`config.mk`:
```
export PLATFORM = sky130hd
export DESIGN_NAME = sbst_tap
export DESIGN_NICKNAME = d
export VERILOG_FILES = /design/src/hw/sbst_pkg.sv /design/src/hw/sbst_tap.sv
export SDC_FILE = /design/constraint.sdc
export NUM_CORES = 1
export LEC_CHECK = 0
export ABC_AREA = 0
export BUFFER_PORTS_ARGS = -buffer_cell sky130_fd_sc_hd__buf_2
export CAP_MARGIN = 20
export CELL_PAD_IN_SITES_DETAIL_PLACEMENT = 1
export CELL_PAD_IN_SITES_GLOBAL_PLACEMENT = 1
export CORE_ASPECT_RATIO = 1.5
export CORE_MARGIN = 4
export CORE_UTILIZATION = 42
export DETAILED_ROUTE_END_ITERATION = 10
export GPL_TIMING_DRIVEN = 0
export PLACE_DENSITY_LB_ADDON = 0.2
export SLEW_MARGIN = 10
export SYNTH_ARGS = -nofsm -noshare
export SYNTH_HDL_FRONTEND = slang
export SYNTH_SLANG_ARGS = --single-unit
```
`constraint.sdc`:
```
create_clock -name clock -period 2.65 [get_ports clock]
set_clock_uncertainty 0.05 [all_clocks]
set_input_delay 0.265 -clock clock [delete_from_list [all_inputs] [get_ports clock]]
set_output_delay 0.265 -clock clock [all_outputs]
set_load 0.01 [all_outputs]
```
`src/hw/sbst_pkg.sv`:
```
// Constants for the memory boundary-scan test access port
package sbst_pkg;
   localparam int IR_WIDTH = 3;
   localparam int ID_WIDTH = 32;
   localparam int BSR_WIDTH = 107;
   localparam logic [2:0] INS_EXTEST = 3'h0;
   localparam logic [2:0] INS_IDCODE = 3'h1;
   localparam logic [2:0] INS_SAMPLEZ = 3'h2;
   localparam logic [2:0] INS_PRELOAD = 3'h4;
   localparam logic [2:0] INS_BYPASS = 3'h7;
   localparam logic [1:0] IR_CAPTURE = 2'h1;
   localparam int OE_CELL = 47;
   // Identity fields; values are arbitrary except ID_PRESENT, which the identity checks require to be one
   localparam logic [2:0] ID_VERSION = 3'h1;
   localparam logic [16:0] ID_PART = 17'h00123;
   localparam logic [10:0] ID_MAKER = 11'h055;
   localparam logic ID_PRESENT = 1'h1;
   typedef enum logic [3:0] {
      S_RESET, S_IDLE, S_SEL_DR, S_CAP_DR, S_SH_DR, S_EX1_DR, S_PAU_DR, S_EX2_DR, S_UPD_DR,
      S_SEL_IR, S_CAP_IR, S_SH_IR, S_EX1_IR, S_PAU_IR, S_EX2_IR, S_UPD_IR
   } sbst_state_t;
endpackage

```
`src/hw/sbst_tap.sv`:
```
// Boundary-scan test access port, sampled on the system clock
`timescale 1ns/1ps
module sbst_tap #(
   parameter int BSR_W = sbst_pkg::BSR_WIDTH
) (
   input  wire logic             clock,
   input  wire logic             rst,
   input  wire logic             tck,
   input  wire logic             tms,
   input  wire logic             tdi,
   output logic                  tdo,
   output logic                  tdo_oe_n,
   input  wire logic [BSR_W-1:0] pin_ring,
   output logic      [BSR_W-1:0] pin_drive,
   output logic                  extest_mode,
   output logic                  mem_out_en,
   output logic      [2:0]       current_ins
);
   logic [2:0] tck_s;
   logic       tms_m, tms_s, tdi_m, tdi_s;
   sbst_pkg::sbst_state_t state, next_state;
   logic [2:0]       ir_shift;
   logic [31:0]      id_shift;
   logic             bypass_bit;
   logic [BSR_W-1:0] bsr_shift;
   logic [BSR_W-1:0] bsr_latch;

   // Reserved codes fall back to the bypass path
   function automatic logic routes_to_bypass(input logic [2:0] code);
      logic hit;
      hit = 1'h0;
      case (code)
         sbst_pkg::INS_BYPASS: hit = 1'h1;
         3'h3:                 hit = 1'h1;
         3'h5:                 hit = 1'h1;
         3'h6:                 hit = 1'h1;
         default:              hit = 1'h0;
      endcase
      return hit;
   endfunction

   // Idle test clock is low; no false edge after reset
   always_ff @(posedge clock) begin
      if (rst) begin
         tck_s <= 3'h0;
      end else begin
         tck_s <= {tck_s[1:0], tck};
      end
   end

   always_ff @(posedge clock) begin
      tms_m <= tms;
      tms_s <= tms_m;
      tdi_m <= tdi;
      tdi_s <= tdi_m;
   end

   wire rise = tck_s[1] & ~tck_s[2];
   wire fall = ~tck_s[1] & tck_s[2];
   wire [31:0] id_value = {sbst_pkg::ID_VERSION, sbst_pkg::ID_PART,
                           sbst_pkg::ID_MAKER, sbst_pkg::ID_PRESENT};
   wire sel_id  = current_ins == sbst_pkg::INS_IDCODE;
   wire sel_byp = routes_to_bypass(current_ins);
   wire sel_bsr = ~sel_id & ~sel_byp;
   wire in_ir   = state == sbst_pkg::S_SH_IR;
   wire in_dr   = state == sbst_pkg::S_SH_DR;
   wire serial_bit = in_ir ? ir_shift[0] : sel_id ? id_shift[0] :
                     sel_byp ? bypass_bit : bsr_shift[0];

   always_comb begin
      case (state)
         sbst_pkg::S_RESET:   next_state = tms_s ? sbst_pkg::S_RESET  : sbst_pkg::S_IDLE;
         sbst_pkg::S_IDLE:    next_state = tms_s ? sbst_pkg::S_SEL_DR : sbst_pkg::S_IDLE;
         sbst_pkg::S_SEL_DR:  next_state = tms_s ? sbst_pkg::S_SEL_IR : sbst_pkg::S_CAP_DR;
         sbst_pkg::S_CAP_DR:  next_state = tms_s ? sbst_pkg::S_EX1_DR : sbst_pkg::S_SH_DR;
         sbst_pkg::S_SH_DR:   next_state = tms_s ? sbst_pkg::S_EX1_DR : sbst_pkg::S_SH_DR;
         sbst_pkg::S_EX1_DR:  next_state = tms_s ? sbst_pkg::S_UPD_DR : sbst_pkg::S_PAU_DR;
         sbst_pkg::S_PAU_DR:  next_state = tms_s ? sbst_pkg::S_EX2_DR : sbst_pkg::S_PAU_DR;
         sbst_pkg::S_EX2_DR:  next_state = tms_s ? sbst_pkg::S_UPD_DR : sbst_pkg::S_SH_DR;
         sbst_pkg::S_UPD_DR:  next_state = tms_s ? sbst_pkg::S_SEL_DR : sbst_pkg::S_IDLE;
         sbst_pkg::S_SEL_IR:  next_state = tms_s ? sbst_pkg::S_RESET  : sbst_pkg::S_CAP_IR;
         sbst_pkg::S_CAP_IR:  next_state = tms_s ? sbst_pkg::S_EX1_IR : sbst_pkg::S_SH_IR;
         sbst_pkg::S_SH_IR:   next_state = tms_s ? sbst_pkg::S_EX1_IR : sbst_pkg::S_SH_IR;
         sbst_pkg::S_EX1_IR:  next_state = tms_s ? sbst_pkg::S_UPD_IR : sbst_pkg::S_PAU_IR;
         sbst_pkg::S_PAU_IR:  next_state = tms_s ? sbst_pkg::S_EX2_IR : sbst_pkg::S_PAU_IR;
         sbst_pkg::S_EX2_IR:  next_state = tms_s ? sbst_pkg::S_UPD_IR : sbst_pkg::S_SH_IR;
         sbst_pkg::S_UPD_IR:  next_state = tms_s ? sbst_pkg::S_SEL_DR : sbst_pkg::S_IDLE;
         default:             next_state = sbst_pkg::S_RESET;
      endcase
   end

   always_ff @(posedge clock) begin
      if (rst) begin
         state <= sbst_pkg::S_RESET;
      end else if (rise) begin
         state <= next_state;
      end
   end

   // Instruction path
   always_ff @(posedge clock) begin
      if (rst || state == sbst_pkg::S_RESET) begin
         current_ins <= sbst_pkg::INS_IDCODE;
         ir_shift    <= sbst_pkg::INS_IDCODE;
      end else if (rise) begin
         if (state == sbst_pkg::S_CAP_IR) begin
            ir_shift <= {1'h0, sbst_pkg::IR_CAPTURE};
         end else if (in_ir) begin
            ir_shift <= {tdi_s, ir_shift[2:1]};
         end else if (state == sbst_pkg::S_UPD_IR) begin
            current_ins <= ir_shift;
         end
      end
   end

   // Data registers
   always_ff @(posedge clock) begin
      if (rst) begin
         id_shift   <= 32'h0;
         bypass_bit <= 1'h0;
         bsr_shift  <= '0;
      end else if (rise && state == sbst_pkg::S_CAP_DR) begin
         id_shift   <= id_value;
         bypass_bit <= 1'h0;
         bsr_shift  <= pin_ring;
      end else if (rise && in_dr) begin
         if (sel_id) id_shift <= {tdi_s, id_shift[31:1]};
         if (sel_byp) bypass_bit <= tdi_s;
         if (sel_bsr) bsr_shift <= {tdi_s, bsr_shift[BSR_W-1:1]};
      end
   end

   always_ff @(posedge clock) begin
      if (rst || state == sbst_pkg::S_RESET) begin
         bsr_latch <= '0;
         bsr_latch[sbst_pkg::OE_CELL] <= 1'h1;
      end else if (rise && state == sbst_pkg::S_UPD_DR && sel_bsr) begin
         bsr_latch <= bsr_shift;
      end
   end

   always_ff @(posedge clock) begin
      if (rst) begin
         tdo      <= 1'h0;
         tdo_oe_n <= 1'h1;
      end else if (fall) begin
         tdo      <= serial_bit;
         tdo_oe_n <= ~(in_ir | in_dr);
      end
   end

   assign extest_mode = current_ins == sbst_pkg::INS_EXTEST;
   assign pin_drive   = bsr_latch;
   assign mem_out_en  = current_ins == sbst_pkg::INS_SAMPLEZ ? 1'h0 :
                        extest_mode ? bsr_latch[sbst_pkg::OE_CELL] : 1'h1;
endmodule

```
Word-level counts from Yosys, hierarchy flattened. Cells that the tools add are included.

Register bits after elaboration: 266. Input port bits: 112. Output and inout port bits: 114. Word-level logic and storage cells: 96.

Equal/unequal tests: 21. Muxes and demuxes: 27. Bitwise operators: 11. Reduce and logical (&&, ||, !) cells: 22.

Operators with widths (number): two-way mux 107 bit (3); two-way mux 30 bit (3); one-hot mux 4 bit (12 select lines) (1); == test 4 bit (second input constant) (8); == test 4 x 3 -> 1 bit (second input constant) (4); two-way mux 4 bit (4); two-way mux 3 bit (4); AND reduction 2 bit (5); == test 3 bit (second input constant) (3); two-way mux 1 bit (9); == test 4 x 2 -> 1 bit (second input constant) (2); nonzero test 2 bit (4); inverter 1 bit (7); == test 3 x 2 -> 1 bit (second input constant) (2); two-way mux 2 bit (3); OR reduction 2 bit (3); == test 4 x 1 -> 1 bit (second input constant) (1); logical AND 1 bit (4); logical NOT 4 bit (1); AND reduction 4 bit (1); OR reduction 4 bit (1); AND 1 bit (3); == test 3 x 1 -> 1 bit (second input constant) (1); logical NOT 3 bit (1); 3 further kinds (3).

Depth between registers and ports, before layout. Gate-level depths: netlist of the first run.

Depth in word-level cells: 8. Gate-level depth with buffers: 8. Depth with buffers taken out: 4.

Worst setup path after synthesis of the first run. OpenSTA, ideal clock, no wires.

Path type: register to register. From: register tck_s[2]. To: register bsr_shift[47]. Setup time: 0.132 ns. Arrival: 1.536 ns. Data required time: 2.468 ns. Slack: 0.932 ns. Cell stages (with the launch flop): 8. Buffers on the path: 3. Clock period less this slack: 1.718 ns. Cells stage by stage: dfxtp_1 nand2b_1 or4_1 buf_2 buf_6 buf_2 nand3_1 a21oi_1.

Word-level cells in the longest chain between the ends: 5. Elaborated cells between the ends (all ways): 8. Those cells by class: mux: 1; bitwise: 2; reduce/logical: 5.

Ends and longest elaborated chain: from (decl) (RTL line sbst_tap.sv:19) `logic [2:0] tck_s;`; from (signal assigned) (RTL line sbst_tap.sv:47) `tck_s <= {tck_s[1:0], tck};`; inverter 1 bit * (RTL line sbst_tap.sv:58) `wire rise = tck_s[1] & ~tck_s[2];`; AND 1 bit * (RTL line sbst_tap.sv:58); logical AND 1 bit (on tied branches) (RTL line sbst_tap.sv:122, sbst_tap.sv:126); nonzero test 2 bit (no source line); AND reduction 2 bit (no source line); to (signal assigned) (RTL line sbst_tap.sv:125) `bsr_shift <= pin_ring;`; to (signal assigned) (RTL line sbst_tap.sv:129) `if (sel_bsr) bsr_shift <= {tdi_s, bsr_shift[BSR_W-1:1]};`; to (decl) (RTL line sbst_tap.sv:25) `logic [BSR_W-1:0] bsr_shift;`.

Every way passes the cells marked *; elsewhere a longest branch is shown, timed or not. A chain may end at the register's enable or synchronous reset.

Worst setup path in the final report of the first run.
From: register state[1]. To: register bsr_latch[3] (netlist: pin_drive[3]).

Word-level cells in the longest chain between the ends: 3. Elaborated cells between the ends (all ways): 5. Those cells by class: eq/ne: 1; reduce/logical: 4.

Ends and longest elaborated chain: from (decl) (RTL line sbst_tap.sv:21) `sbst_pkg::sbst_state_t state, next_state;`; from (signal assigned) (RTL line sbst_tap.sv:94) `state <= sbst_pkg::S_RESET;`; from (signal assigned) (RTL line sbst_tap.sv:96) `state <= next_state;`; == test 4 bit (RTL line sbst_tap.sv:137) `end else if (rise && state == sbst_pkg::S_UPD_DR && sel_bsr) begin`; logical AND 1 bit (2 in a row) (RTL line sbst_tap.sv:137); to (signal assigned) (RTL line sbst_tap.sv:138) `bsr_latch <= bsr_shift;`; to (decl) (RTL line sbst_tap.sv:26) `logic [BSR_W-1:0] bsr_latch;`.

Several ways; a longest one is shown, not always the timed one.

==> results of run 1 <==
-- metal layers --
metal | global-route usage, % | wire (um) | vias up
met1 | 30.3 | 14400 | 5073
met3 | 4.60 | 1750 | 78
met5 | 0 | 0 | -
li1 | - | - | 4992
met2 | 50.9 | 19700 | 281
met4 | 9.51 | 1230 | 0
-- final cells by class --
class / instances / share of cell area (%)
inverters: 3 / 0.0824
multi-input cells: 830 / 30.8
plain buffers: 115 / 4.00
well taps: 319 / 2.92
repair buffers: 337 / 16.4
clock buffers: 43 / 5.97
clock inverters: 6 / 0.824
flip-flops and latches: 266 / 39.0
diodes: 3 / 0.0549
-- state kept, by name, indices dropped and copies added (netlist names) --
register / flops
tdi_s: 1
pin_drive: 107
current_ins: 3
tdo_oe_n: 1
tdi_m: 1
ir_shift: 3
tdo: 1
tms_m: 1
bypass_bit: 1
bsr_shift: 107
tck_s: 3
id_shift: 32
state: 4
tms_s: 1
-- where the power goes --
| group | switching [mW] | leakage [nW] | internal [mW] |
|---|---|---|---|
| Clock | 1.61 | 0.455 | 2.40 |
| Sequential | 0.00711 | 2.14 | 4.00 |
| Combinational | 0.162 | 2.41 | 0.183 |
-- timing repair --
action / in CTS / in global routing
resized for setup: 0 / 1
setup buffers: 0 / 5
endpoints found under the hold margin: 106 / 1
hold buffers: 106 / 1
setup endpoints to repair: 0 / 50
-- metrics by stage --
step                instances  util [%]  hold WS (ns)
floorplan                1214         -         0.243
global placement         1758      49.1         0.261
detailed placement       1758      49.1         0.279
CTS                      1913      57.5      0.000966
global route             1920      57.7        0.0238
finish                   1922      57.8       0.00207
-- final timing paths --
path                                            start                    endpoint  slack [ns]  depth (start not counted)
worst min register to register          tdi_m$_DFF_P_               tdi_s$_DFF_P_        0.29                          0
worst max register to register  state[1]$_SDFFE_PP0P_   pin_drive[3]$_SDFFE_PP0P_        0.17                          6
worst min-delay path                     pin_ring[13]  bsr_shift[13]$_SDFFE_PP0P_       0.002                          3
worst max-delay path            state[1]$_SDFFE_PP0P_   pin_drive[3]$_SDFFE_PP0P_        0.17                          6
-- cell usage in the layout (no fill, tap or decap), types with 5 or more instances in the layout --
master	instances
nor2b_1	6
nand2b_1	5
nor3_1	27
buf_6	6
nand2_1	265
dfxtp_1	266
nor2_1	25
clkbuf_1	68
a21oi_1	244
clkbuf_8	8
buf_2	269
o21ai_0	6
a22oi_1	105
clkbuf_16	27
nand3_1	109
dlygate4sd3_1	107
buf_4	9
-- logic make-up after synthesis --
logic type / synth area share [%]
AOI/OAI and AO/OA: 21.6
adders and majority gates: 0.0992
and+or+nand+nor: 19.6
DFF: 52.8
xor gates and xnor gates: 0.174
buffers and inverters: 5.53
muxes: 0.211
-- worst max-delay path: stages (launching register included) --
cell and delay (ns):
dfxtp_1 0.35, buf_2 0.20, nor2_1 0.25, a21o_1 0.18, clkbuf_1 0.65, clkbuf_1 0.54, a21oi_1 0.11
==> results.py, run 1 <==
metrics = {
    "timing": {
        "max_slew_margin_pct": 42.8,
        "rsz0062_at_grt": "false",
        "final.setup.worst_slack_ns": 0.173,
        "setup_viol": 0,
        "tightest_slew_ns": 0.858,
        "min_period_over_period_pct": 93.5,
        "slew_viol_final": 0,
        "min_period_ns": 2.48,
        "tns_ns": 0,
        "fmax_mhz": 404,
        "hold_violations": 0,
    },
    "setup_path": {
        "path_class": "register to register",
        "arrival_ns": 2.82,
        "end_kind": "register",
        "crit_required_ns": 2.99,
        "critical_path.startpoint_type": "register",
        "worstPathMaxFanout": 10,
    },
    "cts": {
        "cts-root-buf": "clkbuf_16",
        "cts_tree": "done",
        "numCtsBuffers": 27,
        "clk_pin_slew_ns": 0.07,
        "htree_num_levels": 1,
        "cts_buffer_depth": 3,
        "cts_sinks": 266,
        "clock_latency_ns": 0.54,
    },
    "pwr": {
        "ir_drop_uv": 474,
        "total_power_mw": 8.37,
        "leakage_nw": 5.00,
        "p_per_area_mw_per_mm2": 612,
    },
    "finish": {
        "synthToLayoutAreaGrowth_pct": 35.4,
        "drive_above_1_share_pct": 20.6,
        "fin_nets": 1692,
        "multi_input_area_sq_mm": 0.00421,
        "final_area_sq_mm": 0.0137,
        "regArea_sq_mm": 0.00533,
        "nFillCells": 2953,
    },
    "global_routing": {
        "grt_usage_pct": 27.0,
        "grt_pass1_vias": 11000,
        "antenna_found_initial": 1,
        "grt_pass1_wl_um": 58600,
        "grt_overflow": 0,
        "grt_max_degree": 14,
    },
    "route": {
        "drcViolationCount": 0,
        "first_pass_iters": 5,
        "drtAntennaViolNets": 0,
        "vias": 10400,
        "initialDrtViolationCount": 460,
        "wire_per_inst_um": 19.3,
        "viasPerCell": 5.42,
        "drt-total-wl_um": 37100,
    },
    "floorplan": {
        "start_util_pct": 42.7,
        "dieArea_sq_mm": 0.0266,
        "rows": 69,
        "core_sq_mm": 0.0237,
        "io_pins": 226,
        "die_h_um": 198,
        "die-width_um": 135,
    },
    "synthesis": {
        "synth_most_common_cell": "dfxtp_1",
        "ys_top_cells_by_count": "dfxtp_1, nand2_1, a21oi_1",
        "seq_area_frac_synth_pct": 52.8,
        "syn_area_sq_mm": 0.0101,
        "synth-seq-cells": 266,
        "yosys.area.top_type_share_pct": 52.8,
        "synth.net_count": 1326,
        "synthArstFlopShare_pct": 0,
        "avgSynthCellArea_sq_um": 8.31,
        "synth_edf_count": 0,
        "ys_types": 44,
        "ys_dominant_reg_cell": "dfxtp_1",
        "synth_area_leaders": "dfxtp_1, a21oi_1, nand2_1",
        "synthCells": 1214,
        "ys.warnings.count": 0,
        "synth_top_area_cell": "dfxtp_1",
    },
    "job": {
        "cap_violations": 0,
    },
    "place": {
        "port_buffers": 225,
        "place_area_sq_mm": 0.0116,
        "routabilityCongestion": 0.875,
        "pre_cts_ws_ns": 0.0687,
        "hpwl_um": 23200,
    },
    "worst_hold_path": {
        "hp-class": "input pin to register",
    },
    "outcome": {
        "status": "complete, no violations",
    },
}
Power figures use the tool's default switching activity.
==> run 2: changes to the inputs <==
--- a/config.mk
+++ b/config.mk
@@ -6,6 +6,7 @@
 export NUM_CORES = 1
 export LEC_CHECK = 0
 export ABC_AREA = 0
+export ABC_CLOCK_PERIOD_IN_PS = 2650
 export BUFFER_PORTS_ARGS = -buffer_cell sky130_fd_sc_hd__buf_2
 export CAP_MARGIN = 20
 export CELL_PAD_IN_SITES_DETAIL_PLACEMENT = 1
@@ -16,6 +17,7 @@
 export DETAILED_ROUTE_END_ITERATION = 10
 export GPL_TIMING_DRIVEN = 0
 export PLACE_DENSITY_LB_ADDON = 0.2
+export REMOVE_ABC_BUFFERS = 1
 export SLEW_MARGIN = 10
 export SYNTH_ARGS = -nofsm -noshare
 export SYNTH_HDL_FRONTEND = slang
==> results.py, run 2 (synthesis gave the netlist of run 1 again) <==
metrics = {
    "floorplan": {
        "rows": 69,
        "io_pins": 226,
        "core_sq_mm": 0.0237,
        "start_util_pct": 42.7,
        "die_h_um": 198,
        "dieArea_sq_mm": 0.0266,
        "die-width_um": 135,
    },
    "timing": {
        "min_period_over_period_pct": 95.0,
        "setup_viol": 0,
        "rsz0062_at_grt": "false",
        "hold_violations": 1,
        "min_period_ns": 2.52,
        "slew_viol_final": 0,
        "tns_ns": 0,
        "timing.hold.ws_ns": -0.0000206,
        "max_slew_margin_pct": 46.1,
        "fmax_mhz": 397,
        "tightest_slew_ns": 0.808,
    },
    "cts": {
        "clock_latency_ns": 0.53,
        "cts_tree": "done",
        "numCtsBuffers": 26,
        "htree_num_levels": 1,
        "cts_sinks": 266,
        "clk_pin_slew_ns": 0.07,
        "cts_buffer_depth": 3,
        "cts-root-buf": "clkbuf_16",
    },
    "pwr": {
        "total_power_mw": 7.95,
        "p_int_mw": 6.25,
        "p_sw_mw": 1.71,
        "ir_drop_uv": 403,
        "swShare_pct": 21.5,
        "seqPwrFrac_pct": 50.5,
        "leakage_nw": 4.84,
        "p_per_area_mw_per_mm2": 591,
        "comb_power_share_pct": 4.0,
        "pwr-share-clk_pct": 45.5,
    },
    "place": {
        "hpwl_um": 20400,
        "routabilityCongestion": 0.772,
        "port_buffers": 225,
        "dp_cells": 1667,
    },
    "route": {
        "first_pass_iters": 5,
        "drcViolationCount": 0,
        "drtAntennaViolNets": 0,
        "initialDrtViolationCount": 571,
        "wire_per_inst_um": 19.8,
        "viasPerCell": 5.62,
        "wl_met2_um": 19400,
        "vias": 10300,
        "drt-total-wl_um": 36200,
        "dr.max_layer_used": "met4",
        "m1WireLength_um": 14100,
        "routed-wl-met3_um": 1550,
    },
    "finish": {
        "multi_input_area_sq_mm": 0.00429,
        "regArea_sq_mm": 0.00533,
        "fin_nets": 1603,
        "final_cell_mix": "nand2_1, dfxtp_1, a21oi_1",
        "synthToLayoutAreaGrowth_pct": 33.3,
        "nFillCells": 2834,
        "final_util_pct": 56.8,
        "fin_cells": 1828,
        "layout_commonest_cell": "nand2_1",
        "drive_above_1_share_pct": 21.1,
    },
    "global_routing": {
        "grt_pass1_vias": 10900,
        "antenna_found_initial": 1,
        "grt_usage_pct": 25.9,
        "grt_overflow": 0,
        "grt_max_degree": 100,
        "grt_pass1_wl_um": 56700,
    },
    "outcome": {
        "status": "finished with violations",
        "failed_checks": "hold timing",
    },
    "setup_path": {
        "path_class": "register to register",
        "critical_path.startpoint_type": "register",
        "arrival_ns": 2.86,
        "worstPathMaxFanout": 44,
        "end_kind": "register",
        "crit_required_ns": 3.00,
    },
    "job": {
        "cap_violations": 0,
    },
    "worst_hold_path": {
        "hp-class": "input pin to register",
    },
}
-- run 2: path summary, 6_finish.rpt --
check	start	endpoint	slack, ns	depth (start not counted)
worst min register to register	tms_m$_DFF_P_	tms_s$_DFF_P_	0.28	0
worst min-delay path	pin_ring[46]	bsr_shift[46]$_SDFFE_PP0P_	-0.00002	3
worst max-delay path	tck_s[1]$_SDFF_PP0_	bsr_shift[98]$_SDFFE_PP0P_	0.13	6
worst max register to register	tck_s[1]$_SDFF_PP0_	bsr_shift[98]$_SDFFE_PP0P_	0.13	6
-- run 2: stage by stage --
stage	area, sq um	worst slack, ns
after floorplan	9540	-1.27
after global placement	11100	-4.08
after detailed placement	11500	-0.343
after CTS	13400	0.0507
after global routing	13400	0.0185
final	13400	0.132
-- run 2: layout make-up --
type	count	share of cell area [%]
clock buffers	40	5.69
diodes	1	0.0186
multi-input cells	833	31.9
clock inverters	5	0.372
inverters	3	0.0837
flip-flops and latches	266	39.6
repair buffers	361	19.4
well taps	319	2.97
-- run 2: power by group through the flow --
stage | sequential, mW | clock (mW) | combinational, mW
after floorplan | 4.10 | 0 | 0.0391
after global placement | 4.11 | 0 | 0.180
after detailed placement | 4.11 | 0 | 0.192
after CTS | 4.02 | 3.70 | 0.313
after global routing | 4.02 | 3.86 | 0.338
final | 4.02 | 3.62 | 0.316
-- run 2: critical path, stage by stage (launching register included) --
cell and delay (ns):
dfxtp_1 0.36, nor2b_2 0.64, nand3_4 0.51, buf_12 0.35, buf_12 0.20, nand3_1 0.14
a21oi_1 0.09
-- run 2: metal layers --
metal,global-route usage (%),up-vias
li1,-,4803
met1,29.3,5097
met2,48.3,282
met3,3.58,89
met4,10.6,0
met5,0,-
-- run 2: timing repair --
action | 4_1_cts | 5_1_grt
setup buffers | 6 | 9
hold buffers | 97 | 0
endpoints found under the setup margin | 220 | 183
pin swaps | 4 | 2
resized for setup | 4 | 6
endpoints found under the hold margin | 97 | 0
gates cloned | 2 | 1
==> run 3: changes to the inputs <==
--- a/config.mk
+++ b/config.mk
@@ -13,7 +13,7 @@
 export CELL_PAD_IN_SITES_GLOBAL_PLACEMENT = 1
 export CORE_ASPECT_RATIO = 1.5
 export CORE_MARGIN = 4
-export CORE_UTILIZATION = 42
+export CORE_UTILIZATION = 43
 export DETAILED_ROUTE_END_ITERATION = 10
 export GPL_TIMING_DRIVEN = 0
 export PLACE_DENSITY_LB_ADDON = 0.2
==> results.py, run 3 (synthesis gave the netlist of run 1 again) <==
metrics = {
    "timing": {
        "slew_viol_final": 0,
        "tightest_slew_ns": 0.862,
        "hold_violations": 0,
        "min_period_over_period_pct": 96.9,
        "fmax_mhz": 389,
        "rsz0062_at_grt": "true",
        "setup_viol": 0,
        "max_slew_margin_pct": 42.5,
        "min_period_ns": 2.57,
    },
    "global_routing": {
        "met3_usage_pct": 3.45,
        "grt_util_met1_pct": 30.3,
        "grt_pass1_wl_um": 56800,
        "gr-usage-met2_pct": 48.2,
        "grt_overflow": 0,
        "grt_max_degree": 77,
        "grt-busiest-layer": "met2",
        "antenna_found_initial": 1,
        "grt_pass1_vias": 10900,
        "grt_usage_pct": 26.1,
    },
    "cts": {
        "clock_latency_ns": 0.52,
        "cts-root-buf": "clkbuf_16",
        "cts_buffer_depth": 3,
        "htree_num_levels": 1,
        "cts_tree": "done",
        "cts_sinks": 266,
        "numCtsBuffers": 26,
        "clk_pin_slew_ns": 0.07,
    },
    "setup_path": {
        "crit_required_ns": 2.99,
        "end_kind": "register",
        "worstPathMaxFanout": 27,
        "arrival_ns": 2.90,
        "path_class": "register to register",
        "cpPeakStageDelay_ns": 0.73,
        "path_cells": "nor4b_4, buf_4, nand3_2, nand3_1, a21oi_1",
        "critical_path.startpoint_type": "register",
        "crit_slowest_cell": "dfxtp_1",
    },
    "place": {
        "place_area_sq_mm": 0.0115,
        "port_buffers": 225,
        "dp_cells": 1663,
        "routabilityCongestion": 0.759,
        "hpwl_um": 20600,
    },
    "floorplan": {
        "dieArea_sq_mm": 0.0260,
        "start_util_pct": 43.8,
        "rows": 68,
        "die_h_um": 196,
        "core_sq_mm": 0.0231,
        "io_pins": 226,
        "die-width_um": 133,
    },
    "finish": {
        "regArea_sq_mm": 0.00533,
        "synthToLayoutAreaGrowth_pct": 33.5,
        "multi_input_area_sq_mm": 0.00427,
        "final_cell_mix": "nand2_1, dfxtp_1, a21oi_1",
        "nFillCells": 2768,
        "fin_cells": 1821,
        "drive_above_1_share_pct": 20.9,
        "final_area_sq_mm": 0.0135,
        "fin_nets": 1598,
    },
    "route": {
        "first_pass_iters": 5,
        "viasPerCell": 5.57,
        "drt-total-wl_um": 35300,
        "drtAntennaViolNets": 0,
        "drcViolationCount": 0,
        "initialDrtViolationCount": 556,
        "wire_per_inst_um": 19.4,
        "vias": 10200,
    },
    "worst_hold_path": {
        "hp-class": "input pin to register",
    },
    "outcome": {
        "status": "complete, no violations",
    },
    "job": {
        "cap_violations": 0,
    },
    "pwr": {
        "p_per_area_mw_per_mm2": 600,
        "leakage_nw": 4.86,
        "ir_drop_uv": 571,
    },
}
-- run 3: cell count changes in the layout (fill, tap and decap cells not counted), sizes merged, moves of 4 or more --
cell / change
buf: -8
clkbuf: -6
clkinv: +6
dlygate4sd3: +4
-- run 3: worst max-delay path: cells and delay by family (launching register included) --
| family | cells | cell delay, ns |
|---|---|---|
| flops | 1 | 0.73 |
| simple gates | 3 | 1.32 |
| buf+inv | 1 | 0.20 |
| compound gates | 1 | 0.12 |
-- run 3: area by class of cell --
cell class | instances | share of cell area, %
tap | 315 | 2.93
antenna | 1 | 0.0186
multi-input combinational | 832 | 31.7
clock inverter | 13 | 0.901
timing repair buffer | 357 | 19.3
sequential | 266 | 39.5
inverter | 3 | 0.0836
clock buffer | 34 | 5.51
-- run 3: metrics by stage --
| step | utilization (%) | total power [mW] | worst slack [ns] | TNS (ns) | hold slack (ns) |
|---|---|---|---|---|---|
| 2_1_floorplan | - | 4.14 | -1.27 | -296.69 | 0.243 |
| 3_3_place_gp | 48.0 | 4.28 | -4.06 | -921.90 | 0.261 |
| 3_5_place_dp | 49.9 | 4.30 | -0.397 | -34.70 | 0.269 |
| 4_1_cts | 58.3 | 8.16 | 0.121 | 0 | 0.00310 |
| 5_1_grt | 58.4 | 8.36 | -0.0253 | -0.0956 | 0.00992 |
| 6_report | 58.4 | 8.09 | 0.0820 | 0 | 0.0165 |
-- run 3: where the power goes --
group	switching (mW)	internal [mW]	total (mW)	leakage [nW]
combinational	0.143	0.177	0.320	2.28
sequential	0.0124	4.00	4.02	2.14
clock	1.59	2.17	3.75	0.433
total	1.74	6.35	8.09	4.86
-- run 3: metal layers --
layer	up-vias	part of all wire (%)
li1	4791	-
met1	5004	40
met2	273	53
met3	82	4.0
met4	0	3.6
met5	-	0
-- run 3: final timing paths --
check             cells past startpoint  slack, ns                         end             startpoint
setup / recovery                      5       0.08  bsr_shift[49]$_SDFFE_PP0P_  state[2]$_SDFFE_PP0P_
hold / removal                        3       0.02  bsr_shift[17]$_SDFFE_PP0P_           pin_ring[17]
setup reg to reg                      5       0.08  bsr_shift[49]$_SDFFE_PP0P_  state[2]$_SDFFE_PP0P_
hold reg to reg                       0       0.28               tdi_s$_DFF_P_          tdi_m$_DFF_P_
-- run 3: repair_timing --
action / in CTS / in global routing
resized for setup: 6 / 0
hold buffers: 100 / 1
setup endpoints to repair: 190 / 39
cloned: 2 / 0
buffers inserted: 6 / 1
hold endpoints to repair: 100 / 1
pin swaps: 2 / 1
